[config.mk]
export PLATFORM = sky130hd
export DESIGN_NAME = cvlt_link
export DESIGN_NICKNAME = d
export VERILOG_FILES = /design/src/hdl/cvlt_sync2.v /design/src/hdl/cvlt_link.v
export VERILOG_INCLUDE_DIRS = /design/src /design/src/hdl
export SDC_FILE = /design/constraint.sdc
export NUM_CORES = 1
export LEC_CHECK = 0
export ABC_AREA = 1
export BUFFER_PORTS_ARGS = -buffer_cell sky130_fd_sc_hd__buf_2
export CELL_PAD_IN_SITES_DETAIL_PLACEMENT = 0
export CELL_PAD_IN_SITES_GLOBAL_PLACEMENT = 1
export CORE_MARGIN = 4
export CORE_UTILIZATION = 33
export CTS_CLUSTER_DIAMETER = 30
export DETAILED_ROUTE_END_ITERATION = 7
export HOLD_SLACK_MARGIN = 0.03
export PLACE_DENSITY_LB_ADDON = 0.25
export SETUP_SLACK_MARGIN = 0.4
export SLEW_MARGIN = 20
export SYNTH_ARGS = -nofsm -noshare
export SYNTH_HDL_FRONTEND = slang
export SYNTH_SLANG_ARGS = --single-unit
[constraint.sdc]
create_clock -name clk_sys -period 2.7 [get_ports clk_sys]
set_input_delay 0.27 -clock clk_sys [delete_from_list [all_inputs] [get_ports clk_sys]]
set_output_delay 0.27 -clock clk_sys [all_outputs]
set_load 0.02 [all_outputs]
[src/hdl/cvlt_map.vh]
// What this block does
// - an exposure sync pulse starts integration and, once it ends, the frame is read out.
// - the exposure sync comes from an internal generator or from the external pin, as chosen by the sync source input.
// - in pulse-width exposure mode the device integrates for as long as the exposure sync stays high.
// - line valid is high while a valid line's pixels are sent, frame valid high while a valid frame is sent.
// - data valid is high for valid pixel words, which the receiver captures on the rising strobe edge.
// - pixels are 10 bits and either the top 8 bits or all 10 bits go out, by link mode.
// - after reset the device runs internal sync, programmed exposure mode 2 and link mode 2.
// - link mode 2 is two taps of 8 bits, link mode 3 is two taps of 10 bits.
`ifndef CVLT_MAP_VH
`define CVLT_MAP_VH
`define CVLT_LINK_MODE_8 2'h2
`define CVLT_LINK_MODE_10 2'h3
`define CVLT_EXP_MODE_PROG 4'h2
`define CVLT_EXP_MODE_PW 4'h4
`define CVLT_SYNC_INTERNAL 1'h0
`define CVLT_SYNC_EXTERNAL 1'h1
`define CVLT_RST_LINK_MODE 2'h2
`define CVLT_RST_EXP_MODE 4'h2
`define CVLT_RST_SYNC_SRC 1'h0
`define CVLT_PIX_W 10
`define CVLT_OUT_W 8
`endif

[src/hdl/cvlt_sync2.v]
`timescale 1ns/1ns
module cvlt_sync2 (
  clk_sys,
  rst_b,
  d_in,
  q_out
);
  input clk_sys;
  input rst_b;
  input d_in;
  output q_out;
  reg meta_r;
  reg q_r;
  assign q_out = q_r;
  always @(posedge clk_sys or negedge rst_b) begin
    if (!rst_b) begin
      meta_r <= 1'b0;
      q_r <= 1'b0;
    end else begin
      meta_r <= d_in;
      q_r <= meta_r;
    end
  end
endmodule // cvlt_sync2

[src/hdl/cvlt_link.v]
`timescale 1ns/1ns
`include "cvlt_map.vh"
module cvlt_link #(
  parameter LINE_PIX = 16,
  parameter FRAME_LINES = 8,
  parameter LINE_GAP = 4,
  parameter EXP_CYC = 64,
  parameter PERIOD_CYC = 1024
) (
  input clk_sys,
  input rst_b,
  input exposure_sync_trigger,
  input sync_src,
  input [3:0] exp_mode,
  input [1:0] link_mode,
  input cfg_load,
  input [9:0] pix_in,
  output pix_req,
  output integrating,
  output reg lval_r,
  output reg fval_r,
  output reg dval_r,
  output strobe,
  output reg [7:0] port_a_r,
  output reg [7:0] port_b_r,
  output reg [7:0] port_c_r
);
  localparam S_IDLE = 4'b0001;
  localparam S_EXP = 4'b0010;
  localparam S_LINE = 4'b0100;
  localparam S_GAP = 4'b1000;

  function [7:0] top8;
    input [9:0] p;
    top8 = p[9:2];
  endfunction

  // 8-bit mode keeps only the top bits; 10-bit mode spreads each pixel over two ports
  function [7:0] word_a;
    input [1:0] mode;
    input [9:0] t1;
    begin
      if (mode == `CVLT_LINK_MODE_10) begin
        word_a = t1[7:0];
      end else begin
        word_a = top8(t1);
      end
    end
  endfunction

  function [7:0] word_b;
    input [1:0] mode;
    input [9:0] t1;
    input [9:0] t2;
    begin
      if (mode == `CVLT_LINK_MODE_10) begin
        word_b = {2'h0, t2[9:8], 2'h0, t1[9:8]};
      end else begin
        word_b = top8(t2);
      end
    end
  endfunction

  function [7:0] word_c;
    input [1:0] mode;
    input [9:0] t2;
    begin
      if (mode == `CVLT_LINK_MODE_10) begin
        word_c = t2[7:0];
      end else begin
        word_c = 8'h00;
      end
    end
  endfunction

  wire ext_sync;
  reg sync_src_r;
  reg [3:0] exp_mode_r;
  reg [1:0] link_mode_r;
  reg [3:0] state_r;
  reg [3:0] state_nxt;
  reg [31:0] per_cnt_r;
  reg [31:0] exp_cnt_r;
  reg [15:0] pix_cnt_r;
  reg [15:0] line_cnt_r;
  reg int_sync_r;
  reg tap_r;
  reg [9:0] tap1_r;
  reg strobe_r;
  wire sync_lvl;
  wire sync_rise;
  wire sync_fall;
  reg sync_d_r;

  cvlt_sync2 u_sync (
    .clk_sys(clk_sys),
    .rst_b(rst_b),
    .d_in(exposure_sync_trigger),
    .q_out(ext_sync)
  );

  // internal generator: high for EXP_CYC each PERIOD_CYC
  always @(posedge clk_sys or negedge rst_b) begin
    if (!rst_b) begin
      per_cnt_r <= 32'h00000000;
      int_sync_r <= 1'b0;
    end else begin
      per_cnt_r <= (per_cnt_r >= PERIOD_CYC - 1) ? 32'h00000000 : per_cnt_r + 32'h00000001;
      int_sync_r <= (per_cnt_r < EXP_CYC);
    end
  end

  assign sync_lvl = (sync_src_r == `CVLT_SYNC_EXTERNAL) ? ext_sync : int_sync_r;
  assign sync_rise = sync_lvl & ~sync_d_r;
  assign sync_fall = ~sync_lvl & sync_d_r;
  assign integrating = (state_r == S_EXP);
  assign pix_req = (state_r == S_LINE) & tap_r;
  assign strobe = strobe_r;

  // configuration taken only between frames so a frame never changes format midway
  always @(posedge clk_sys or negedge rst_b) begin
    if (!rst_b) begin
      sync_src_r <= `CVLT_RST_SYNC_SRC;
      exp_mode_r <= `CVLT_RST_EXP_MODE;
      link_mode_r <= `CVLT_RST_LINK_MODE;
    end else if (cfg_load && state_r == S_IDLE) begin
      sync_src_r <= sync_src;
      exp_mode_r <= exp_mode;
      link_mode_r <= (link_mode == `CVLT_LINK_MODE_10) ? `CVLT_LINK_MODE_10 : `CVLT_LINK_MODE_8;
    end
  end

  always @* begin
    state_nxt = state_r;
    case (state_r)
      S_IDLE: begin
        if (sync_rise) state_nxt = S_EXP;
      end
      S_EXP: begin
        if (exp_mode_r == `CVLT_EXP_MODE_PW) begin
          if (sync_fall) state_nxt = S_LINE;
        end else if (exp_cnt_r >= EXP_CYC - 1) begin
          state_nxt = S_LINE;
        end
      end
      S_LINE: begin
        if (tap_r && pix_cnt_r >= LINE_PIX - 2) state_nxt = S_GAP;
      end
      S_GAP: begin
        if (pix_cnt_r >= LINE_GAP - 1) begin
          state_nxt = (line_cnt_r >= FRAME_LINES - 1) ? S_IDLE : S_LINE;
        end
      end
      default: state_nxt = S_IDLE;
    endcase
  end

  // state and counters
  always @(posedge clk_sys or negedge rst_b) begin
    if (!rst_b) begin
      state_r <= S_IDLE;
      sync_d_r <= 1'b0;
      exp_cnt_r <= 32'h00000000;
      pix_cnt_r <= 16'h0000;
      line_cnt_r <= 16'h0000;
    end else begin
      state_r <= state_nxt;
      sync_d_r <= sync_lvl;
      exp_cnt_r <= (state_r == S_EXP) ? exp_cnt_r + 32'h00000001 : 32'h00000000;
      if (state_r != state_nxt) begin
        pix_cnt_r <= 16'h0000;
      end else begin
        pix_cnt_r <= pix_cnt_r + 16'h0001;
      end
      if (state_r == S_EXP) begin
        line_cnt_r <= 16'h0000;
      end else if (state_r == S_GAP && state_nxt == S_LINE) begin
        line_cnt_r <= line_cnt_r + 16'h0001;
      end
    end
  end

  // strobe free-runs so the receiver's clock never stalls between lines
  always @(posedge clk_sys or negedge rst_b) begin
    if (!rst_b) begin
      tap_r <= 1'b0;
      tap1_r <= 10'h000;
      strobe_r <= 1'b0;
    end else begin
      // two pixels per word: first sample held, second completes the tap pair
      tap_r <= (state_r == S_LINE) ? ~tap_r : 1'b0;
      strobe_r <= ~strobe_r;
      if (state_r == S_LINE && !tap_r) begin
        tap1_r <= pix_in;
      end
    end
  end

  // ports hold the last word between data valid pulses
  always @(posedge clk_sys or negedge rst_b) begin
    if (!rst_b) begin
      port_a_r <= 8'h00;
      port_b_r <= 8'h00;
      port_c_r <= 8'h00;
    end else if (state_r == S_LINE && tap_r) begin
      port_a_r <= word_a(link_mode_r, tap1_r);
      port_b_r <= word_b(link_mode_r, tap1_r, pix_in);
      port_c_r <= word_c(link_mode_r, pix_in);
    end
  end

  // qualifiers registered with the data so they arrive in the same cycle
  always @(posedge clk_sys or negedge rst_b) begin
    if (!rst_b) begin
      lval_r <= 1'b0;
      fval_r <= 1'b0;
      dval_r <= 1'b0;
    end else begin
      dval_r <= (state_r == S_LINE) && tap_r;
      lval_r <= (state_r == S_LINE);
      fval_r <= (state_r == S_LINE) || (state_r == S_GAP);
    end
  end
endmodule // cvlt_link

# Word-level counts from Yosys, hierarchy flattened
# Cells that the tools add are included.
# word_totals
register_bits	150
inputBits	21
output_inout_bits	30
elab_cells	74
# op_classes
n_addsub	4
magnitude_cmp	6
n_eq_ne	9
muxes	19
bitwise	7
reduce_logical	8
# op_table
op	n
$add A32 B1 Y32 const B	2
$mux W32	2
$mux W16	3
$add A16 B1 Y16 const B	2
$ge A32 B10 Y1 const B	1
$ge A32 B6 Y1 const B	1
$lt A32 B7 Y1 const B	1
$mux W4	6
$mux W8	3
$ge A16 B2 Y1 const B	1
$ge A16 B3 Y1 const B	1
$ge A16 B4 Y1 const B	1
$pmux W4 S4	1
$eq A4 B3 Y1 const B	3
$logic_and A1 B1 Y1	5
$eq A2 B2 Y1 const B	2
$eq A4 B1 Y1 const B	1
$eq A4 B2 Y1 const B	1
$eq A4 B4 Y1 const B	1
$ne A4 B4 Y1	1
$not A1 Y1	4
$and A1 B1 Y1	3
$mux W1	3
$mux W3	1
other kinds (3)	3

# Logic depth before layout (Yosys ltp)
# Gate-level depths: netlist (run 1).
# depth
word_depth	10
mapped_depth	14

# Cells and area by module
# From an unflattened synthesis (run 1), not the netlist that was laid out.
# hier_totals
hier_cells	765
hier_area_um2	6656.4
# modules_own_cells
mod	n_inst	cells_per_inst	area_per_inst_um2	seq_area_each_um2
cvlt_link	1	763	6606.3	3681.0
cvlt_sync2	1	2	50.0	50.0

# Worst setup path after synthesis (run 1)
# Ideal clock, no wire load.
# synth_path
path_type	register to register
startpoint	register pix_cnt_r[0]
endpoint	register pix_cnt_r[10]
setup_ns	0.071
arrival_ns	1.624
slack_ns	1.004
path_stages_with_launch	14
n_path_buf	1
cell_sequence	dfrtp_1 -> ha_1 -> nor2_1 -> nand2_1 -> nor2_1 -> nand2_2 -> clkinv_1 -> nor2_1 -> nor2_2 -> nand2_1 -> nand2_1 -> nand4_4 -> buf_6 -> nor2_1
# synth_between
elab_chain_cells	6
elab_cells_between_ends	9
classes_between	add/sub (1); order compare (2); eq/ne (1); mux (4); reduce/logical (1)
# synth_lines
item	line	rtl
start: declaration	cvlt_link.v:84	reg [15:0] pix_cnt_r;
start signal: assignment	cvlt_link.v:173	pix_cnt_r <= pix_cnt_r + 16'h0001;
$ge A16 B4 Y1	cvlt_link.v:147	if (tap_r && pix_cnt_r >= LINE_PIX - 2) state_nxt = S_GAP;
$logic_and A1 B1 Y1	cvlt_link.v:147	
$mux W4	cvlt_link.v:147	
$pmux W4 S4 (*)	cvlt_link.v:135	case (state_r)
net state_nxt[2]	cvlt_link.v:81	reg [3:0] state_nxt;
$ne A4 B4 Y1 (*)	cvlt_link.v:170	if (state_r != state_nxt) begin
$mux W16 (*)	cvlt_link.v:170	
# Mark *: on every way through the listed nets, which the timed path passes. The rest lies on a longest branch.
# A chain may end at the register's enable or synchronous reset.

# Final worst setup path (run 1)
# layout_path
startpoint	register state_r[0]
endpoint	output port integrating
# layout_between
elab_chain_cells	1
# layout_lines
item	line	rtl
start: declaration	cvlt_link.v:80	reg [3:0] state_r;
start signal: assignment	cvlt_link.v:167	state_r <= state_nxt;
$eq A4 B2 Y1	cvlt_link.v:116	assign integrating = (state_r == S_EXP);
end: declaration	cvlt_link.v:19	output integrating,
# No other way between the ends.

==> run metrics, run 1 <==
Clock Power Share=~42%; Area contributors post-synth=sky130_fd_sc_hd__dfrtp_1 55%, sky130_fd_sc_hd__nand2_1 8.8%, sky130_fd_sc_hd__nor2_1 7.6%, sky130_fd_sc_hd__inv_1 4.9%, sky130_fd_sc_hd__o21ai_0 3.9%; share of the synthesized area in the top cell type=about 55%; number of global-route vias before repair=5,110; FF-to-FF path depth=8; number of flops mapped to enable cells by yosys=0; via total after detailed routing=5,011; cell area after placement=7330 um^2; wire length of the first global-routing pass=25,000 um; share of the clock period used by the worst path after layout=79.8%; final instance area=8010 um^2; setup repair after global routing missed its margin=false; die width=150 um; share of total power in sequential cells=44.3%; Tot GR Track Use=13.8%; Worst IR Drop VDD=roughly 480 uV; cell taking the most area after synthesis=sky130_fd_sc_hd__dfrtp_1; Synth Flop Type=sky130_fd_sc_hd__dfrtp_1; maximum number of pins on one net before global-route repair=61; final routed wirelength across all metal layers=14,000 um; run status=finished, final reports clean; routed via count divided by cell count=4.42; final setup vio count=0; row count=51; post-route setup TNS=0 ns; buffer depth of the longest clock path=2; total global routing overflow=0; clock slew seen by the registers of the worst setup and hold paths=approximately 0.070 ns; kind of capture point of the worst setup path=output port; maximum frequency from static timing analysis=464 MHz; Power Dens Cells=~700 nW/um^2; CTS tree=done; Worst Tran Pin Value=roughly 0.58 ns; post-synthesis instance total=765; data required time at the worst endpoint=2.43 ns; Die Y-Extent=roughly 150 um; clock buffer count from CTS=17; Clock Sinks=149; Seq cells post-synth=149; share of power burned in combinational logic=13.3%; share of synthesized area occupied by flip-flops and latches=56.1%; number of standard cells in the final layout excluding fillers=1,133; worst slew margin relative to its limit=between 60% and 70%; routed wirelength normalized by instance count=12.3 um; Port Buffers=50; antenna violations before repair=0; share of layout cells above drive strength 1=14.4%; Max Slew Vio Count=0; CP max FO=31; Core Box Area=19,700 um^2; worst-skew pair later-pin latency=0.43 ns; terminus of the critical flop-to-flop path=pix_cnt_r[2]; static leakage power=3.56 nW; Area Overhead vs Synth=20.3%; number of primary I/O pins=51; launch instance of the worst register-to-register path=tap_r; drc violations=0; detailed placement HPWL=9830 um; end of the worst hold path=exp_mode_r[3]; Worst Min Path Start=exp_mode[3]; share of flip-flops with an asynchronous set or reset after synthesis=100%; number of warnings issued by yosys=0; switch share=30.4%; effective utilization at floorplan=between 30 and 40%; drt first-iter violations=241; Critical Path AT=between 1.5 and 2 ns; internal power consumption=3.85 mW; fill count=about 2,000; H-tree depth=4; count of TritonRoute iterations in the first routing pass=4; total die area=22,500 um^2; Setup CP Type=flop to output port; final layout net count=881; post-route clock skew=0.0121 ns; R2R Setup Slk=0.79 ns; Ant. Diodes=0; Avg Inst Size Synth=8.70 um^2; kind of start point of the critical path=flop; Post-Synthesis Cell Area=6660 um^2; NetSw=1.68 mW; MaxCap Viol Count=0; placed insts=1,094; Hold Path Cell Cnt=3; number of antenna-violating nets in the routed design=0; clock period minus worst slack=2.15 ns; CTS root buffer=sky130_fd_sc_hd__clkbuf_16; class of the tightest hold or removal check=primary input to flop; Hold Fails Final Rpt=0; final estimated routing congestion in global placement=0.772; count of different cell masters after synthesis=35
cells by family (layout without fill, tap and decap cells):
kind of cell | Yosys count | in the layout | synth area share [%]
flops | 149 | 149 | 56.1
buf+inv | 106 | 188 | 6.32
simple gates | 391 | 391 | 26.1
fa+ha+maj | 5 | 5 | 0.940
xor+xnor | 22 | 22 | 2.89
compound gates | 91 | 91 | 7.69
other cells | 1 | 22 | 0.0563
layout by cell type, fill, tap and decap left out, types with 6 or more instances in the layout:
master	instances
sky130_fd_sc_hd__nor3_1	15
sky130_fd_sc_hd__conb_1	22
sky130_fd_sc_hd__o21a_1	12
sky130_fd_sc_hd__buf_4	9
sky130_fd_sc_hd__clkinv_8	6
sky130_fd_sc_hd__nand2_1	156
sky130_fd_sc_hd__inv_1	87
sky130_fd_sc_hd__buf_2	49
sky130_fd_sc_hd__nand4_1	13
sky130_fd_sc_hd__nor2_2	7
sky130_fd_sc_hd__dfrtp_1	147
sky130_fd_sc_hd__o21ai_0	52
sky130_fd_sc_hd__a21oi_1	19
sky130_fd_sc_hd__nand3_1	40
sky130_fd_sc_hd__clkbuf_16	17
sky130_fd_sc_hd__nor2_1	134
sky130_fd_sc_hd__xor2_1	17
metrics by stage:
step	util, %	setup slack (ns)	hold WS, ns	power, mW
finish	40.7	0.546	0.0545	5.53
floorplan	-	1.00	-0.0256	3.03
CTS	40.6	0.410	0.0408	5.64
detailed placement	37.3	0.765	0.230	3.25
global route	40.7	0.428	0.0548	5.86
global placement	37.3	0.818	0.227	3.25
power groups by stage:
stage | logic [mW] | clock network, mW | registers (mW)
floorplan | 0.545 | 0 | 2.49
global placement | 0.760 | 0 | 2.49
detailed placement | 0.753 | 0 | 2.50
CTS | 0.759 | 2.43 | 2.45
global route | 0.861 | 2.53 | 2.47
finish | 0.734 | 2.34 | 2.45
cell type report:
class | instances | area (um^2) | area share (%)
Clock buffer | 17 | 425 | 5.31
Tap cell | 265 | 332 | 4.14
Clock inverter | 15 | 180 | 2.25
Timing Repair Buffer | 66 | 415 | 5.19
Inverter | 90 | 338 | 4.22
Sequential cell | 149 | 3730 | 46.6
Multi-Input combinational cell | 531 | 2580 | 32.3
layer usage:
layer  track usage [%]  vias up  part of all wire [%]
li1                  -     2605                     -
met1              20.3     2323                    52
met2              20.1       75                    44
met3              3.21        8                   3.7
met4              4.30        0                  0.99
met5                 0        -                     0
Yosys cell counts, types with 2 or more instances:
master	n
sky130_fd_sc_hd__nor3_2	2
sky130_fd_sc_hd__a21oi_1	19
sky130_fd_sc_hd__dfstp_2	2
sky130_fd_sc_hd__xnor2_1	5
sky130_fd_sc_hd__xor2_1	17
sky130_fd_sc_hd__dfrtp_1	147
sky130_fd_sc_hd__a21oi_2	2
sky130_fd_sc_hd__nor3b_1	4
sky130_fd_sc_hd__nand2_1	156
sky130_fd_sc_hd__o21ai_0	52
sky130_fd_sc_hd__nand4_1	13
sky130_fd_sc_hd__nand3_2	4
sky130_fd_sc_hd__nor4_1	4
sky130_fd_sc_hd__nor2_2	7
sky130_fd_sc_hd__o41ai_1	3
sky130_fd_sc_hd__o21a_1	12
sky130_fd_sc_hd__nand3_1	40
sky130_fd_sc_hd__nand2_2	4
sky130_fd_sc_hd__nor3_1	15
sky130_fd_sc_hd__nor2_1	134
sky130_fd_sc_hd__ha_1	5
sky130_fd_sc_hd__inv_1	87
sky130_fd_sc_hd__clkbuf_1	13
sky130_fd_sc_hd__buf_6	3
sky130_fd_sc_hd__nor2_4	4
sky130_fd_sc_hd__inv_2	2
what timing repair did:
action | CTS | global route
endpoints found under the hold margin | 44 | 0
resized for setup | 0 | 1
endpoints found under the setup margin | 0 | 1
hold buffers | 4 | 0
setup buffers | 0 | 3
critical path, cell delays in order (launching register included):
cell	delay, ns
sky130_fd_sc_hd__dfstp_2	0.57
sky130_fd_sc_hd__inv_1	0.08
sky130_fd_sc_hd__nand3_2	0.08
sky130_fd_sc_hd__buf_4	0.25
sky130_fd_sc_hd__inv_1	0.12
sky130_fd_sc_hd__buf_12	0.18
sky130_fd_sc_hd__buf_2	0.17
how the worst max path moves through the flow:
stage,start,endpoint,slack [ns],depth (start not counted)
floorplan,pix_cnt_r[0],pix_cnt_r[10],1.00,13
global placement,tap_r,pix_cnt_r[0],0.82,7
detailed placement,exp_cnt_r[0],pix_cnt_r[9],0.77,10
CTS,state_r[1],pix_req,0.41,5
global route,state_r[2],integrating,0.43,6
finish,state_r[0],integrating,0.55,6
state kept, by name, summed over array words and instances, names as in the netlist, 4 cells and up:
name and flops:
port_c_r 8, port_a_r 8, exp_cnt_r 32, tap1_r 10
pix_cnt_r 16, line_cnt_r 16, per_cnt_r 32, port_b_r 8
exp_mode_r 4, state_r 4
No activity file was read; power rests on OpenSTA's default activity.
==> inputs of run 2 (changes only) <==
==> constraint.sdc (replaced) <==
create_clock -name clk_sys -period 2.2 [get_ports clk_sys]
set_input_delay 0.22 -clock clk_sys [delete_from_list [all_inputs] [get_ports clk_sys]]
set_output_delay 0.22 -clock clk_sys [all_outputs]
set_load 0.02 [all_outputs]
==> run 2 against run 1 <==
Against the previous run:
- utilization is 3.4 points higher
- register-to-register slack worse by 0.34 ns
- combinational power is 59% higher
- design area is 8.3% higher
- setup slack worse by 0.098 ns
- clock skew is 0.0021 ns higher
- critical path depth is 5 higher
- sequential share of layout area is 3.5 points lower
- largest cell class unchanged
==> run metrics, run 2 (same netlist as run 1, synthesis figures left out) <==
detailed placement HPWL=9960 um (+1.3%); final routed wirelength across all metal layers=15,000 um (+7.6%); share of the clock period used by the worst path after layout=79.6%; final instance area=8670 um^2 (+8.3%); number of standard cells in the final layout excluding fillers=1,175 (+3.7%); share of layout cells above drive strength 1=23.7% (+9.3 points); total die area=22,500 um^2 (unchanged); largest registers=exp_cnt_r x32, per_cnt_r x32; wire length of the first global-routing pass=25,400 um (+1.7%); maximum number of pins on one net before global-route repair=52 (-15%); run status=finished, final reports clean; Core Box Area=19,700 um^2 (unchanged); final layout net count=923 (+4.8%); share of power burned in combinational logic=16.2% (+2.9 points); switch share=30.3% (-0.11 points); final setup vio count=0 (unchanged); NetSw=2.19 mW (+30%); routed via count divided by cell count=4.47 (+0.97%); share of total power in sequential cells=41.8% (-2.5 points); Ant. Diodes=0 (unchanged); number of primary I/O pins=51 (unchanged); number of antenna-violating nets in the routed design=0 (unchanged); Setup CP Type=flop to flop; maximum frequency from static timing analysis=571 MHz; clock slew seen by the registers of the worst setup and hold paths=0.07 ns (about the same); internal power consumption=5.03 mW (+31%); Worst IR Drop VDD=588 uV (+22%); CP max FO=6 (-81%); Tot GR Track Use=14.2% (+0.38 points); row count=51 (unchanged); Clock Power Share=42.0% (-0.4 points); count of TritonRoute iterations in the first routing pass=4 (unchanged); Power Dens Cells=833 nW/um^2 (+21%); fill count=1,986 (-2.9%); highest-count cells in the layout ignoring fill and taps=146 x sky130_fd_sc_hd__nand2_1, 139 x sky130_fd_sc_hd__dfrtp_1, 119 x sky130_fd_sc_hd__nor2_1, 77 x sky130_fd_sc_hd__inv_1, 48 x sky130_fd_sc_hd__o21ai_0; die width=150 um (unchanged); CTS root buffer=sky130_fd_sc_hd__clkbuf_16; Hold Fails Final Rpt=0 (unchanged); cell area after placement=7370 um^2 (+0.48%); Critical Path AT=2.06 ns (+0.18 ns); class of the tightest hold or removal check=primary input to flop; drt first-iter violations=178 (-26%); drc violations=0 (unchanged); overall power of the completed layout=7.22 mW (+31%); worst-skew pair later-pin latency=0.43 ns (about the same); post-route setup TNS=0 ns (unchanged); setup repair after global routing missed its margin=true; static leakage power=3.83 nW (+7.7%); buffer depth of the longest clock path=2 (unchanged); number of global-route vias before repair=5,117 (+0.14%); kind of start point of the critical path=flop; clock period minus worst slack=1.75 ns; total global routing overflow=0 (unchanged); Area Overhead vs Synth=30.3%; routed wirelength normalized by instance count=12.8 um (+3.8%); antenna violations before repair=0 (unchanged); H-tree depth=4 (unchanged); data required time at the worst endpoint=2.51 ns (+0.08 ns); clock buffer count from CTS=17 (unchanged); kind of capture point of the worst setup path=flop; fraction of the core area covered by cells at the end of the flow=44.1% (+3.4 points); effective utilization at floorplan=33.9% (unchanged); Die Y-Extent=150 um (unchanged); post-route clock skew=0.0142 ns (+0.00211 ns); CTS tree=done; Port Buffers=50 (unchanged); Max Slew Vio Count=0 (unchanged); most common cell after layout, fill and taps aside=sky130_fd_sc_hd__nand2_1; via total after detailed routing=5,247 (+4.7%); MaxCap Viol Count=0 (unchanged); final estimated routing congestion in global placement=0.778 (+0.78%); Clock Sinks=149 (unchanged); placed insts=1,097 (+0.27%)
run 2: changes by cell type in the layout (fill, tap and decap cells not counted), sizes merged:
cell | before | now
bufbuf | 0 | 2
buf | 62 | 96
bufinv | 0 | 1
clkinv | 9 | 5
dlygate4sd3 | 4 | 10
inv | 95 | 99
clkinvlp | 1 | 0
run 2: per-layer routing:
layer	wire length [um]	global-route usage (%)
met2	6900	21.4
met1	7430	20.0
met4	134	3.98
met5	0	0
met3	575	3.97
run 2: power groups by stage:
| stage | clock [mW] | combinational (mW) | sequential [mW] |
|---|---|---|---|
| after floorplan | 0 | 0.669 | 3.05 |
| after global placement | 0 | 0.931 | 3.06 |
| after detailed placement | 0 | 0.928 | 3.07 |
| after CTS | 3.11 | 1.11 | 3.02 |
| after global routing | 3.23 | 1.33 | 3.04 |
| final | 3.03 | 1.17 | 3.02 |
run 2: timing repair:
item | 4_1_cts | 5_1_grt
pin swaps | 5 | 27
endpoints found under the setup margin | 27 | 44
setup buffers | 11 | 23
hold endpoints to repair | 49 | 0
gates resized for setup | 17 | 66
hold buffers | 10 | 0
gates cloned | 2 | 0
run 2: final cells by class:
cell class | instances | area (um^2) | area share, %
Sequential cell | 149 | 3740 | 43.1
Tap cell | 265 | 332 | 3.82
Multi-Input combinational cell | 531 | 2790 | 32.2
Clock inverter | 15 | 200 | 2.31
Clock buffer | 17 | 425 | 4.91
Inverter | 90 | 345 | 3.98
Timing Repair Buffer | 108 | 838 | 9.67
run 2: final timing paths:
kind / start / to / slack (ns) / depth (start not counted)
worst max-delay path: exp_cnt_r[2] / exp_cnt_r[25] / 0.45 / 11
worst min-delay path: exp_mode[2] / exp_mode_r[2] / 0.05 / 3
worst max register to register: exp_cnt_r[2] / exp_cnt_r[25] / 0.45 / 11
worst min register to register: u_sync.meta_r / u_sync.q_out / 0.36 / 0
max in group asynchronous: rst_b / state_r[1] / 1.24 / 3
min in group asynchronous: rst_b / exp_cnt_r[17] / 0.28 / 2
run 2: metrics by stage:
stage / setup WS (ns) / hold WS [ns]
floorplan: 0.504 / -0.0756
global placement: 0.321 / 0.186
detailed placement: 0.261 / 0.188
CTS: 0.382 / 0.0347
global route: 0.279 / 0.0616
finish: 0.448 / 0.0463
run 2: critical path, cell delays in order (launching register included):
cell                      delay, ns
sky130_fd_sc_hd__dfrtp_1       0.42
sky130_fd_sc_hd__nand3_4       0.12
sky130_fd_sc_hd__nor3_4        0.16
sky130_fd_sc_hd__inv_2         0.07
sky130_fd_sc_hd__nor2_2        0.13
sky130_fd_sc_hd__nand2_2       0.10
sky130_fd_sc_hd__nor2_2        0.17
sky130_fd_sc_hd__nand2_2       0.10
sky130_fd_sc_hd__nor2_4        0.18
sky130_fd_sc_hd__nand3_1       0.09
sky130_fd_sc_hd__nand2_1       0.07
sky130_fd_sc_hd__nor2_1        0.04
